--- src/verilog/spibf_pkg.sv ---
package spibf_pkg;

  // ---------------------------------------------------------------
  // register map (byte addresses inside the block window)
  // ---------------------------------------------------------------
  localparam logic [7:0] SPIBF_OFS_CTRL1 = 8'h00;
  localparam logic [7:0] SPIBF_OFS_CTRL2 = 8'h04;
  localparam logic [7:0] SPIBF_OFS_RATE  = 8'h08;
  localparam logic [7:0] SPIBF_OFS_STAT  = 8'h0C;
  localparam logic [7:0] SPIBF_OFS_DATA  = 8'h10;

  // ---------------------------------------------------------------
  // field positions
  // ---------------------------------------------------------------
  localparam int SPIBF_BIT_RXIE = 7;
  localparam int SPIBF_BIT_EN   = 6;
  localparam int SPIBF_BIT_TXIE = 5;
  localparam int SPIBF_BIT_MASTER_SELECT = 4;
  localparam int SPIBF_BIT_SELECT_OUTPUT_ENABLE = 1;
  localparam int SPIBF_BIT_FDEN = 4;
  localparam int SPIBF_BIT_RXF  = 7;
  localparam int SPIBF_BIT_TXE  = 5;
  localparam int SPIBF_BIT_MASTER_FAULT_FLAG = 4;
  localparam int SPIBF_PRE_HI   = 6;
  localparam int SPIBF_PRE_LO   = 4;
  localparam int SPIBF_RATE_HI  = 2;
  localparam int SPIBF_RATE_LO  = 0;

  // ---------------------------------------------------------------
  // reset values and masks
  // ---------------------------------------------------------------
  localparam logic [7:0] SPIBF_RST_CTRL1  = 8'h00;
  localparam logic [7:0] SPIBF_RST_CTRL2  = 8'h00;
  localparam logic [7:0] SPIBF_RST_RATE   = 8'h00;
  localparam logic       SPIBF_RST_TXE    = 1'b1;
  localparam logic [7:0] SPIBF_MASK_CTRL2 = 8'h1B;
  localparam logic [7:0] SPIBF_MASK_RATE  = 8'h77;

  // ---------------------------------------------------------------
  // frame timing
  // ---------------------------------------------------------------
  localparam logic [4:0] SPIBF_LAST_EDGE = 5'h0F;

  typedef enum logic [0:0] {SPIBF_SH_IDLE, SPIBF_SH_RUN} spibf_shift_state_type;

  // status byte: only bits 7, 5 and 4 exist, the rest read zero
  function automatic logic [7:0] spibf_status_byte(input logic rxf,
                                                   input logic txe,
                                                   input logic mf);
    logic [7:0] b;
    b = 8'h00;
    b[SPIBF_BIT_RXF] = rxf;
    b[SPIBF_BIT_TXE] = txe;
    b[SPIBF_BIT_MASTER_FAULT_FLAG] = mf;
    return b;
  endfunction : spibf_status_byte

endpackage : spibf_pkg

--- src/verilog/spibf_if.sv ---
`timescale 1ns/1ps
`default_nettype none

interface spibf_rate_if;
  logic       run;
  logic [2:0] pre;
  logic [2:0] rate;
  logic       half_tick;
  modport baud (input run, input pre, input rate, output half_tick);
  modport ctl  (output run, output pre, output rate, input half_tick);
endinterface : spibf_rate_if

interface spibf_shift_if;
  logic       load;
  logic [7:0] tx_byte;
  logic       abort;
  logic       half_tick;
  logic       busy;
  logic       done;
  logic [7:0] rx_byte;
  modport shifter (input load, input tx_byte, input abort, input half_tick,
                   output busy, output done, output rx_byte);
  modport ctl     (output load, output tx_byte, output abort, output half_tick,
                   input busy, input done, input rx_byte);
endinterface : spibf_shift_if

`default_nettype wire

--- src/verilog/spibf_baud.sv ---
`timescale 1ns/1ps
`default_nettype none

module spibf_baud
  import spibf_pkg::*;
(
  input  wire logic   mclk,
  input  wire logic   rst_n,
  spibf_rate_if.baud  rate_io
);

  typedef struct packed {
    logic [2:0] pre_cnt;
    logic [7:0] div_cnt;
    logic [5:0] cfg;
    logic       half_tick;
  } spibf_baud_state_type;

  spibf_baud_state_type state;
  spibf_baud_state_type next_state;
  logic                 restart;
  logic                 pre_tick;
  logic [7:0]           half_last;

  always_comb begin
    next_state = state;
    next_state.cfg = {rate_io.pre, rate_io.rate};
    // a new setting restarts the chain so no half period mixes two ratios
    restart = !rate_io.run || (state.cfg != {rate_io.pre, rate_io.rate});
    pre_tick = (state.pre_cnt == rate_io.pre);
    half_last = (8'h01 << rate_io.rate) - 8'h01;
    next_state.half_tick = 1'b0;
    if (restart) begin
      next_state.pre_cnt = 3'h0;
      next_state.div_cnt = 8'h00;
    end else if (pre_tick) begin
      next_state.pre_cnt = 3'h0;
      if (state.div_cnt == half_last) begin
        next_state.div_cnt = 8'h00;
        next_state.half_tick = 1'b1;
      end else begin
        next_state.div_cnt = state.div_cnt + 8'h01;
      end
    end else begin
      next_state.pre_cnt = state.pre_cnt + 3'h1;
    end
  end

  always_ff @(posedge mclk or negedge rst_n) begin
    if (!rst_n) begin
      state <= '0;
    end else begin
      state <= next_state;
    end
  end

  assign rate_io.half_tick = state.half_tick;

  // ---------------------------------------------------------------
  // checks
  // ---------------------------------------------------------------
  logic [11:0] gap;
  logic [11:0] half_len;

  assign half_len = 12'({1'b0, rate_io.pre} + 4'h1) << rate_io.rate;

  always_ff @(posedge mclk or negedge rst_n) begin
    if (!rst_n) begin
      gap <= 12'h000;
    end else if (restart) begin
      gap <= 12'h000;
    end else if (state.half_tick) begin
      gap <= 12'h001;
    end else begin
      gap <= gap + 12'h001;
    end
  end
endmodule : spibf_baud

`default_nettype wire

--- src/verilog/spibf_shift.sv ---
`timescale 1ns/1ps
`default_nettype none

module spibf_shift
  import spibf_pkg::*;
(
  input  wire logic     mclk,
  input  wire logic     rst_n,
  spibf_shift_if.shifter sh_io,
  input  wire logic     miso,
  output logic          sclk,
  output logic          mosi
);

  typedef struct packed {
    spibf_shift_state_type st;
    logic [7:0]            sh;
    logic [4:0]            edges;
    logic                  samp;
    logic                  sclk;
    logic                  mosi;
    logic                  done;
    logic [7:0]            rx;
  } spibf_shift_reg_type;

  spibf_shift_reg_type state;
  spibf_shift_reg_type next_state;

  // clock idles low, data sampled on rising and shifted on falling edge
  always_comb begin
    next_state = state;
    next_state.done = 1'b0;
    if (sh_io.abort) begin
      next_state.st = SPIBF_SH_IDLE;
      next_state.sclk = 1'b0;
      next_state.edges = 5'h00;
    end else begin
      unique case (state.st)
        SPIBF_SH_IDLE: begin
          if (sh_io.load) begin
            next_state.st = SPIBF_SH_RUN;
            next_state.sh = sh_io.tx_byte;
            next_state.mosi = sh_io.tx_byte[7];
            next_state.edges = 5'h00;
          end
        end
        SPIBF_SH_RUN: begin
          if (sh_io.half_tick) begin
            next_state.sclk = !state.sclk;
            next_state.edges = state.edges + 5'h01;
            if (!state.sclk) begin
              next_state.samp = miso;
            end else begin
              next_state.sh = {state.sh[6:0], state.samp};
              next_state.mosi = state.sh[6];
            end
            if (state.edges == SPIBF_LAST_EDGE) begin
              next_state.st = SPIBF_SH_IDLE;
              next_state.done = 1'b1;
              next_state.rx = {state.sh[6:0], state.samp};
            end
          end
        end
      endcase
    end
  end

  always_ff @(posedge mclk or negedge rst_n) begin
    if (!rst_n) begin
      state <= '0;
    end else begin
      state <= next_state;
    end
  end

  assign sh_io.busy = (state.st == SPIBF_SH_RUN);
  assign sh_io.done = state.done;
  assign sh_io.rx_byte = state.rx;
  assign sclk = state.sclk;
  assign mosi = state.mosi;
endmodule : spibf_shift

`default_nettype wire

--- src/verilog/spibf_top.sv ---
// Functional notes
// prescale field gives ratio field plus one
// prescaler runs on bus clock, feeds divider
// divider ratio is two to field plus one
// divider output is master bit clock
// bit rate register accessible at any time
// status keeps bits 7,5,4; writes ignored
// receive full set when transfer completes
// receive full cleared: status read, data read
// transmit empty set when byte enters shifter
// transmit empty cleared: status read, data write
// data write without armed status read ignored
// transmit irq while empty flag and enable
// idle write moves at once, flag back fast
// after shift, queued byte moves, else nothing
// master fault set by low select input
// fault only if master, detect on, no output
// fault cleared: status read, control one write
// one enable gates receive and fault irqs
// disable aborts, clears receive, sets empty
// master write starts transfer when shifter free
// bit clock equals bus over prescale times divider
`timescale 1ns/1ps
`default_nettype none

module spibf_top
  import spibf_pkg::*;
(
  input  wire logic        mclk,
  input  wire logic        rstn,
  input  wire logic        hsel,
  input  wire logic [31:0] haddr,
  input  wire logic [1:0]  htrans,
  input  wire logic        hwrite,
  input  wire logic [2:0]  hsize,
  input  wire logic [31:0] hwdata,
  input  wire logic        hready,
  output logic             hreadyout,
  output logic             hresp,
  output logic [31:0]      hrdata,
  input  wire logic        miso,
  input  wire logic        ss_in_n,
  output logic             sclk,
  output logic             mosi,
  output logic             ss_out_n,
  output logic             ss_oe_n,
  output logic             tx_irq,
  output logic             rx_fault_irq
);

  // ---------------------------------------------------------------
  // reset release
  // ---------------------------------------------------------------
  logic [1:0] rst_pipe;
  logic       rst_n;

  always_ff @(posedge mclk or negedge rstn) begin
    if (!rstn) begin
      rst_pipe <= 2'b00;
    end else begin
      rst_pipe <= {rst_pipe[0], 1'b1};
    end
  end

  assign rst_n = rst_pipe[1];

  // ---------------------------------------------------------------
  // state
  // ---------------------------------------------------------------
  typedef struct packed {
    logic [7:0]  ctrl1;
    logic [7:0]  ctrl2;
    logic [7:0]  rate;
    logic [7:0]  txbuf;
    logic        txbuf_valid;
    logic [7:0]  rxbuf;
    logic        rx_full;
    logic        tx_empty;
    logic        master_fault_flag;
    logic        rx_arm;
    logic        tx_arm;
    logic        mf_arm;
    logic        wr_pend;
    logic [7:0]  wr_ofs;
    logic [31:0] hrdata;
    logic        hready_o;
    logic        load;
    logic        tx_irq;
    logic        rxf_irq;
    logic        ss_out_n;
    logic        ss_oe_n;
  } spibf_top_state_type;

  spibf_top_state_type state;
  spibf_top_state_type next_state;

  spibf_rate_if  rate_bus ();
  spibf_shift_if shift_bus ();

  spibf_baud u_baud (
    .mclk    (mclk),
    .rst_n   (rst_n),
    .rate_io (rate_bus.baud)
  );

  spibf_shift u_shift (
    .mclk  (mclk),
    .rst_n (rst_n),
    .sh_io (shift_bus.shifter),
    .miso  (miso),
    .sclk  (sclk),
    .mosi  (mosi)
  );

  // the divider only runs while a frame is being shifted
  assign rate_bus.run = shift_bus.busy;
  assign rate_bus.pre = state.rate[SPIBF_PRE_HI:SPIBF_PRE_LO];
  assign rate_bus.rate = state.rate[SPIBF_RATE_HI:SPIBF_RATE_LO];
  assign shift_bus.half_tick = rate_bus.half_tick;
  assign shift_bus.load = state.load;
  assign shift_bus.tx_byte = state.txbuf;
  assign shift_bus.abort = !state.ctrl1[SPIBF_BIT_EN];

  // ---------------------------------------------------------------
  // next state
  // ---------------------------------------------------------------
  logic       addr_ok;
  logic       rd_now;
  logic [7:0] a_ofs;
  logic       enabled;
  logic       is_master;
  logic       fault_input;
  logic       ss_drive;
  logic       rx_clear;
  logic       start_move;

  always_comb begin
    next_state = state;
    // haddr above bit 7 is not decoded, so the block aliases in its window
    a_ofs = haddr[7:0];
    addr_ok = hsel && htrans[1] && hready;
    rd_now = addr_ok && !hwrite;
    enabled = state.ctrl1[SPIBF_BIT_EN];
    is_master = state.ctrl1[SPIBF_BIT_MASTER_SELECT];
    fault_input = is_master && state.ctrl2[SPIBF_BIT_FDEN]
                  && !state.ctrl1[SPIBF_BIT_SELECT_OUTPUT_ENABLE];
    ss_drive = is_master && state.ctrl2[SPIBF_BIT_FDEN]
               && state.ctrl1[SPIBF_BIT_SELECT_OUTPUT_ENABLE];
    rx_clear = 1'b0;
    next_state.load = 1'b0;
    next_state.hready_o = 1'b1;
    next_state.wr_pend = addr_ok && hwrite;
    next_state.wr_ofs = a_ofs;

    // read data is registered in the address phase, zero wait states
    if (rd_now) begin
      unique case (a_ofs)
        SPIBF_OFS_CTRL1: next_state.hrdata = {24'h000000, state.ctrl1};
        SPIBF_OFS_CTRL2: next_state.hrdata = {24'h000000, state.ctrl2};
        SPIBF_OFS_RATE:  next_state.hrdata = {24'h000000, state.rate};
        SPIBF_OFS_STAT:  next_state.hrdata = {24'h000000,
                           spibf_status_byte(state.rx_full, state.tx_empty, state.master_fault_flag)};
        SPIBF_OFS_DATA:  next_state.hrdata = {24'h000000, state.rxbuf};
        default:         next_state.hrdata = 32'h00000000;
      endcase
      if (a_ofs == SPIBF_OFS_STAT) begin
        next_state.rx_arm = state.rx_full;
        next_state.tx_arm = state.tx_empty;
        next_state.mf_arm = state.master_fault_flag;
      end
      if (a_ofs == SPIBF_OFS_DATA && state.rx_arm && state.rx_full) begin
        rx_clear = 1'b1;
        next_state.rx_full = 1'b0;
        next_state.rx_arm = 1'b0;
      end
    end

    // write data phase; a status write falls to default and does nothing
    if (state.wr_pend) begin
      unique case (state.wr_ofs)
        SPIBF_OFS_CTRL1: begin
          next_state.ctrl1 = hwdata[7:0];
          if (state.mf_arm && state.master_fault_flag) begin
            next_state.master_fault_flag = 1'b0;
          end
          next_state.mf_arm = 1'b0;
        end
        SPIBF_OFS_CTRL2: next_state.ctrl2 = hwdata[7:0] & SPIBF_MASK_CTRL2;
        SPIBF_OFS_RATE:  next_state.rate = hwdata[7:0] & SPIBF_MASK_RATE;
        SPIBF_OFS_DATA: begin
          if (state.tx_arm && state.tx_empty) begin
            next_state.txbuf = hwdata[7:0];
            next_state.txbuf_valid = 1'b1;
            next_state.tx_empty = 1'b0;
            next_state.tx_arm = 1'b0;
          end
        end
        default: begin
        end
      endcase
    end

    // buffer to shifter; hardware sets below win over software clears
    start_move = state.txbuf_valid && !shift_bus.busy && !state.load
                 && is_master && enabled;
    if (start_move) begin
      next_state.load = 1'b1;
      next_state.txbuf_valid = 1'b0;
      next_state.tx_empty = 1'b1;
    end
    if (shift_bus.done) begin
      // a full buffer that is not being emptied keeps the old byte
      if (!state.rx_full || rx_clear) begin
        next_state.rxbuf = shift_bus.rx_byte;
      end
      next_state.rx_full = 1'b1;
    end
    if (enabled && fault_input && !ss_in_n) begin
      next_state.master_fault_flag = 1'b1;
    end
    if (!enabled) begin
      next_state.rx_full = 1'b0;
      next_state.tx_empty = 1'b1;
      next_state.txbuf_valid = 1'b0;
      next_state.load = 1'b0;
      next_state.rx_arm = 1'b0;
    end

    // irq lines follow the next flag values so they line up with the flags
    next_state.tx_irq = next_state.tx_empty && next_state.ctrl1[SPIBF_BIT_TXIE];
    next_state.rxf_irq = (next_state.rx_full || next_state.master_fault_flag)
                         && next_state.ctrl1[SPIBF_BIT_RXIE];
    next_state.ss_oe_n = !ss_drive;
    next_state.ss_out_n = !(ss_drive && (shift_bus.busy || next_state.load));
  end

  always_ff @(posedge mclk or negedge rst_n) begin
    if (!rst_n) begin
      state <= '0;
      state.ctrl1 <= SPIBF_RST_CTRL1;
      state.ctrl2 <= SPIBF_RST_CTRL2;
      state.rate <= SPIBF_RST_RATE;
      state.tx_empty <= SPIBF_RST_TXE;
      state.hready_o <= 1'b1;
      state.ss_out_n <= 1'b1;
      state.ss_oe_n <= 1'b1;
    end else begin
      state <= next_state;
    end
  end

  assign hreadyout = state.hready_o;
  assign hresp = 1'b0;
  assign hrdata = state.hrdata;
  assign ss_out_n = state.ss_out_n;
  assign ss_oe_n = state.ss_oe_n;
  assign tx_irq = state.tx_irq;
  assign rx_fault_irq = state.rxf_irq;
endmodule : spibf_top

`default_nettype wire

--- config.mk ---
export PLATFORM = sky130hd
export DESIGN_NAME = spibf_top
export DESIGN_NICKNAME = d
export VERILOG_FILES = /design/src/verilog/spibf_pkg.sv /design/src/verilog/spibf_if.sv /design/src/verilog/spibf_baud.sv /design/src/verilog/spibf_shift.sv /design/src/verilog/spibf_top.sv
export SDC_FILE = /design/constraint.sdc
export NUM_CORES = 1
export LEC_CHECK = 0
export ABC_AREA = 1
export BUFFER_PORTS_ARGS = -buffer_cell sky130_fd_sc_hd__clkbuf_2
export CELL_PAD_IN_SITES_DETAIL_PLACEMENT = 0
export CELL_PAD_IN_SITES_GLOBAL_PLACEMENT = 1
export CORE_UTILIZATION = 30
export CTS_CLUSTER_DIAMETER = 60
export CTS_CLUSTER_SIZE = 24
export DETAILED_ROUTE_END_ITERATION = 16
export PLACE_DENSITY = 0.71
export SLEW_MARGIN = 10
export SYNTH_ARGS = -nofsm -noshare
export SYNTH_HDL_FRONTEND = slang
export SYNTH_SLANG_ARGS = --single-unit
export TNS_END_PERCENT = 50
--- constraint.sdc ---
create_clock -name mclk -period 4 [get_ports mclk]
set_input_delay 0.6 -clock mclk [delete_from_list [all_inputs] [get_ports mclk]]
set_output_delay 0.6 -clock mclk [all_outputs]
set_load 0.02 [all_outputs]
==> flow_metrics.py, run 1 <==
metrics = {
    "outcome": {
        "status": "finished clean",
    },
    "pwr": {
        "irDropWorstVdd_mv": 0.188,
        "p_per_area_nw_per_um2": 427,
        "power.leakage_nw": 2.96,
    },
    "cts": {
        "tritoncts": "built",
        "cts_root_buf": "clkbuf_16",
        "post_cts_buffers": 0,
        "cts_resized": 0,
        "h-tree-depth": 3,
        "clk_pin_slew_worst_paths_ns": 0.07,
        "cts.sinks": 108,
        "clockBufferDepth": 2,
        "worst_skew_pair.late_latency_ns": 0.35,
        "numCtsBuffers": 9,
        "holdBufCountCts": 0,
    },
    "cells_and_area": {
        "layout-drive-gt1-share": 0.144,
        "antenna_cells": 0,
        "final_cell_area_um2": 5810,
        "nets": 730,
        "syn_to_final_growth_pct": 9.87,
    },
    "die": {
        "io_pins": 116,
        "start_util": 0.307,
        "dieWidth_um": 135,
        "die_y_um": 135,
        "fp.coreArea_um2": 17200,
        "die_area_um2": 18200,
        "rows": 48,
    },
    "logic_synthesis": {
        "syn_inst": 622,
        "synth_top_area_frac": 0.497,
        "synthTopCellsByArea": "dfrtp_1 50%, nand2_1 10%, inv_1 5.5%",
        "ys_warn_count": 0,
        "syn_area_per_cell_um2": 8.50,
        "synth_area_um2": 5290,
        "synth-seq-cells": 108,
        "synth_top_family_by_area": "simple AND/OR/NAND/NOR gates",
        "synthDistinctLibCells": 40,
        "yosysTopAreaCell": "dfrtp_1",
        "synth-adder-area-share": 0.00946,
        "synth-xor-area-share": 0.0166,
        "synthMuxAreaShare": 0.00213,
        "yosys.area_share.simple": 0.234,
        "ys_seq_area_frac": 0.512,
        "synth_compound_area_frac": 0.0960,
    },
    "sta": {
        "clock.fmax_mhz": 576,
        "setup_ws_ns": 2.26,
        "finalCritPeriodShare": 0.434,
        "finalMaxSlewViolations": 0,
        "tns_ns": 0,
        "worst_slew_pin_slew_ns": 0.530,
        "clock_skew_ns": 0.00523,
        "maxSlewHeadroom": 0.646,
        "final-setup-viol-count": 0,
        "finalHoldViolations": 0,
        "layout_min_cycle_time_ns": 1.74,
        "hold_slack_ns": 0.0221,
        "rsz0062_at_grt": "no",
    },
    "detailed_routing": {
        "drtPass1Iterations": 4,
        "routed_wl_um": 11600,
        "post_drt_wl_per_cell_um": 13.2,
        "drc": 0,
        "vias": 3850,
        "vias_per_cell": 4.38,
        "antenna_left": 0,
        "drt_iter0_markers": 262,
    },
    "worst_setup_path": {
        "cp-startpoint": "u_shift.sh_io.busy$_DFF_PN0_",
        "crit_required_ns": 4.28,
        "worst_r2r_endpoint": "u_baud.state[7]$_DFFE_PN0P_",
        "critical_path_arrival_ns": 2.02,
        "reg2reg_setup_slack_ns": 2.26,
        "path_class": "reg2reg",
        "critPathLaunchType": "flip-flop",
        "crit-reg2reg-launch": "u_shift.sh_io.busy$_DFF_PN0_",
        "cp-end-kind": "flip-flop",
        "crit_fanout": 13,
        "rr_worst_depth": 8,
    },
    "min_path": {
        "min_path_type": "in2async",
    },
    "global_route": {
        "overflow": 0,
        "grt_pass1_vias": 3700,
        "grt_usage": 0.140,
        "grt_max_degree": 42,
        "antenna_found_initial": 0,
        "grt_pass1_wl_um": 19600,
    },
    "place": {
        "place_congestion": 0.807,
        "dp_slack_ns": 2.15,
        "place_hpwl_um": 8610,
        "place_area_um2": 5520,
        "io_buffer_count": 37,
    },
    "run": {
        "cap_viol_max_count": 0,
    },
}
## synthesized netlist by cell type, drive strengths merged
cell	instances
a21oi	11
a22o	1
a31oi	8
buf	45
clkbuf	2
clkinv	2
conb	2
dfrtp	105
dfstp	3
ha	4
inv	84
mux2	1
nand2	150
nand3	51
nand3b	1
nand4	10
nor2	55
nor3	8
nor4	1
o21a	1
o21ai	61
o21bai	2
o22ai	4
xnor2	5
xor2	5
## area by class of cell
| cell class | instances | area [µm²] |
|---|---|---|
| Fill cell | 1799 | 11400 |
| Sequential cell | 108 | 2710 |
| Multi-Input combinational cell | 406 | 2000 |
| Inverter | 86 | 328 |
| Tap cell | 225 | 282 |
| Clock buffer | 12 | 246 |
| Timing Repair Buffer | 39 | 200 |
| Clock inverter | 4 | 48.8 |
## logic make-up after synthesis
logic type	after synthesis
flip-flops	108
AND/OR/NAND/NOR	276
adder cells (fa/ha/maj)	4
XOR/XNOR	10
buffers and inverters	133
AO/OA/AOI/OAI	88
multiplexers	1
other	2
## placed cells by master, fill, tap and decap left out, types with 3 or more instances in the layout
| master | instances |
|---|---|
| nand2_2 | 4 |
| ha_1 | 4 |
| nand3_1 | 49 |
| nand4_1 | 9 |
| nor2_2 | 6 |
| a21oi_1 | 11 |
| nand2_1 | 144 |
| dfstp_2 | 3 |
| xor2_1 | 5 |
| o22ai_1 | 4 |
| clkbuf_2 | 37 |
| inv_2 | 7 |
| a31oi_1 | 8 |
| xnor2_1 | 5 |
| dfrtp_1 | 104 |
| nor3_1 | 6 |
| conb_1 | 27 |
| inv_1 | 77 |
| o21ai_2 | 8 |
| o21ai_1 | 12 |
| nor2_1 | 47 |
| clkbuf_16 | 9 |
| o21ai_0 | 40 |
## power breakdown
part	total (mW)	internal [mW]	switching (mW)
sequential	1.27	1.18	0.0913
clock	0.900	0.503	0.398
combinational	0.310	0.104	0.206
## worst max path at each step
stage          cells past startpoint                            endpoint
2_1_floorplan                      0                 enabled$_DFFE_PN0P_
3_3_place_gp                       9               state[57]$_DFFE_PN0P_
3_5_place_dp                       9               state[60]$_DFFE_PN0P_
4_1_cts                            8         u_baud.state[7]$_DFFE_PN0P_
5_1_grt                            8  u_baud.rate_io.half_tick$_DFF_PN0_
6_report                           8         u_baud.state[7]$_DFFE_PN0P_
## layer usage
layer,up-vias,track usage,share of wire
met5,-,0,0
met4,0,0.0393,0.015
met3,11,0.0267,0.038
met2,74,0.217,0.46
met1,1795,0.199,0.49
li1,1970,-,-
## registers in the layout (all words and copies together), names as in the netlist, 2 cells and up
signal	flops
hrdata	8
u_shift.state	13
shift_bus.tx_byte	8
rst_pipe	2
u_shift.sh_io.rx_byte	8
rate_bus.pre	3
u_baud.state	17
rate_bus.rate	3
state	34
## per-stage QoR
stage          utilization  std cells  power (mW)
6_report             0.337        880        2.48
5_1_grt              0.337        880        2.61
4_1_cts              0.337        880        2.52
3_5_place_dp         0.320        864        1.60
3_3_place_gp         0.320        864        1.60
2_1_floorplan            -        647        1.53
## worst max-delay path: stages, from the launching register on
cell	delay (ns)
dfrtp_1	0.61
inv_2	0.20
a21oi_1	0.15
nand2_1	0.08
nor2_2	0.11
nand3_2	0.19
inv_2	0.18
nand2_1	0.07
o21ai_1	0.07
(Power assumes the default switching activity.)
==> run 2, diff against run 1 <==
- clock period: 4 -> 1.6 ns (I/O delays scaled with it)
==> flow_metrics.py, run 2 (same netlist as run 1, synthesis figures left out) <==
metrics = {
    "worst_setup_path": {
        "crit_required_ns": 1.89,
        "critical_path_arrival_ns": 1.78,
        "path_class": "reg2reg",
        "cp-end-kind": "flip-flop",
        "rr_worst_depth": 8,
        "crit-reg2reg-launch": "rate_bus.rate[2]$_DFFE_PN0P_",
        "critPathLaunchType": "flip-flop",
        "worst_r2r_endpoint": "u_baud.state[7]$_DFFE_PN0P_",
        "crit_fanout": 5,
        "reg2reg_setup_slack_ns": 0.11,
    },
    "global_route": {
        "grt_usage": 0.145,
        "grt_pass1_vias": 3864,
        "overflow": 0,
        "grt_max_degree": 26,
        "grt_pass1_wl_um": 20100,
        "antenna_found_initial": 0,
    },
    "min_path": {
        "hp-start": "haddr[7]",
        "hold_depth": 1,
        "min_path_type": "in2reg",
        "worstHoldEndpoint": "state[45]$_DFF_PN0_",
    },
    "cts": {
        "tritoncts": "built",
        "worst_skew_pair.late_latency_ns": 0.35,
        "h-tree-depth": 3,
        "cts_root_buf": "clkbuf_16",
        "numCtsBuffers": 9,
        "clockBufferDepth": 2,
        "clk_pin_slew_worst_paths_ns": 0.08,
        "cts.sinks": 108,
    },
    "sta": {
        "clock.fmax_mhz": 671,
        "finalCritPeriodShare": 0.932,
        "layout_min_cycle_time_ns": 1.49,
        "hold_slack_ns": 0.0190,
        "clock_skew_ns": 0.0101,
        "rsz0062_at_grt": "yes",
        "finalMaxSlewViolations": 0,
        "final-setup-viol-count": 0,
        "finalHoldViolations": 0,
    },
    "cells_and_area": {
        "nets": 762,
        "final_cell_mix": "142 x nand2_1, 101 x dfrtp_1, 76 x inv_1",
        "syn_to_final_growth_pct": 16.3,
        "top_register": "state",
        "final_common_cell": "nand2_1",
        "top_regs": "state x34, u_baud.state x17, u_shift.state x13",
        "antenna_cells": 0,
        "largest_reg_flops": 34,
        "layout-drive-gt1-share": 0.195,
    },
    "die": {
        "io_pins": 116,
        "start_util": 0.307,
        "fp.coreArea_um2": 17200,
        "dieWidth_um": 135,
        "rows": 48,
        "die_y_um": 135,
        "die_area_um2": 18200,
    },
    "detailed_routing": {
        "drt_iter0_markers": 255,
        "routed_wl_um": 11800,
        "drtPass1Iterations": 5,
        "drc": 0,
        "vias": 3939,
        "post_drt_wl_per_cell_um": 13.0,
        "vias_per_cell": 4.32,
        "antenna_left": 0,
    },
    "place": {
        "place_hpwl_um": 9030,
        "place_congestion": 0.793,
        "io_buffer_count": 37,
    },
    "pwr": {
        "irDropWorstVdd_mv": 0.475,
        "power_mw": 6.29,
        "power.leakage_nw": 3.14,
        "p_per_area_nw_per_um2": 1020,
    },
    "run": {
        "cap_viol_max_count": 0,
    },
    "outcome": {
        "status": "finished clean",
    },
}
run 2: through the flow:
stage	TNS (ns)	area (µm²)	setup slack (ns)	utilization	cells
after floorplan	0	5390	0.227	-	647
after global placement	-0.00387	5780	-0.00387	0.335	891
after detailed placement	-0.0230	5780	-0.0113	0.335	891
after CTS	0	6100	0.0276	0.354	909
after global routing	-0.0419	6150	-0.0176	0.357	912
final	0	6150	0.109	0.357	912
run 2: how the worst max path moves through the flow:
stage          slack [ns]                              endpoint  cells past startpoint                     startpoint
6_report             0.11           u_baud.state[7]$_DFFE_PN0P_                      8   rate_bus.rate[2]$_DFFE_PN0P_
5_1_grt             -0.02          u_baud.state[13]$_DFFE_PN0P_                      8   rate_bus.rate[2]$_DFFE_PN0P_
4_1_cts              0.03          u_baud.state[14]$_DFFE_PN0P_                      8   rate_bus.rate[0]$_DFFE_PN0P_
3_5_place_dp        -0.01          u_baud.state[13]$_DFFE_PN0P_                      9   rate_bus.rate[2]$_DFFE_PN0P_
3_3_place_gp       -0.004          u_baud.state[13]$_DFFE_PN0P_                      9   rate_bus.rate[2]$_DFFE_PN0P_
2_1_floorplan        0.23  u_shift.sh_io.rx_byte[6]$_DFFE_PN0P_                      9  u_shift.state[12]$_DFFE_PN0P_
run 2: metal layers:
metal	wire length (µm)	vias up	global-route usage
met3	283	14	0.0161
met5	0	-	0
met4	218	0	0.0599
met1	5980	1805	0.203
li1	-	2053	-
met2	5330	67	0.227
run 2: critical path, stage by stage (launching register included):
cell and delay (ns):
dfrtp_2 0.43, buf_2 0.16, nand2_1 0.07, nand3_1 0.12, nor2_2 0.18, nand2_2 0.13, nor2_2 0.12, nand2_1 0.10
o21ai_1 0.12
run 2: layout make-up:
type | count | area, µm²
multi-input cells | 406 | 2010
flip-flops and latches | 108 | 2710
inverters | 86 | 333
fillers | 1810 | 11100
repair buffers | 71 | 518
clock inverters | 5 | 41.3
well taps | 225 | 282
clock buffers | 11 | 253
run 2: repair_timing:
action | in CTS | in global routing
resized for setup | 1 | 10
endpoints found under the setup margin | 7 | 14
buffers inserted | 0 | 3
hold endpoints to repair | 3 | 0
pin swaps | 0 | 1
hold buffers | 2 | 0
run 2: power breakdown:
part           total [mW]  internal, mW  leakage [nW]  switching (mW)
Sequential           3.16          2.94          1.27           0.218
Combinational       0.915         0.362          1.73           0.553
Clock                2.21          1.16         0.139            1.05
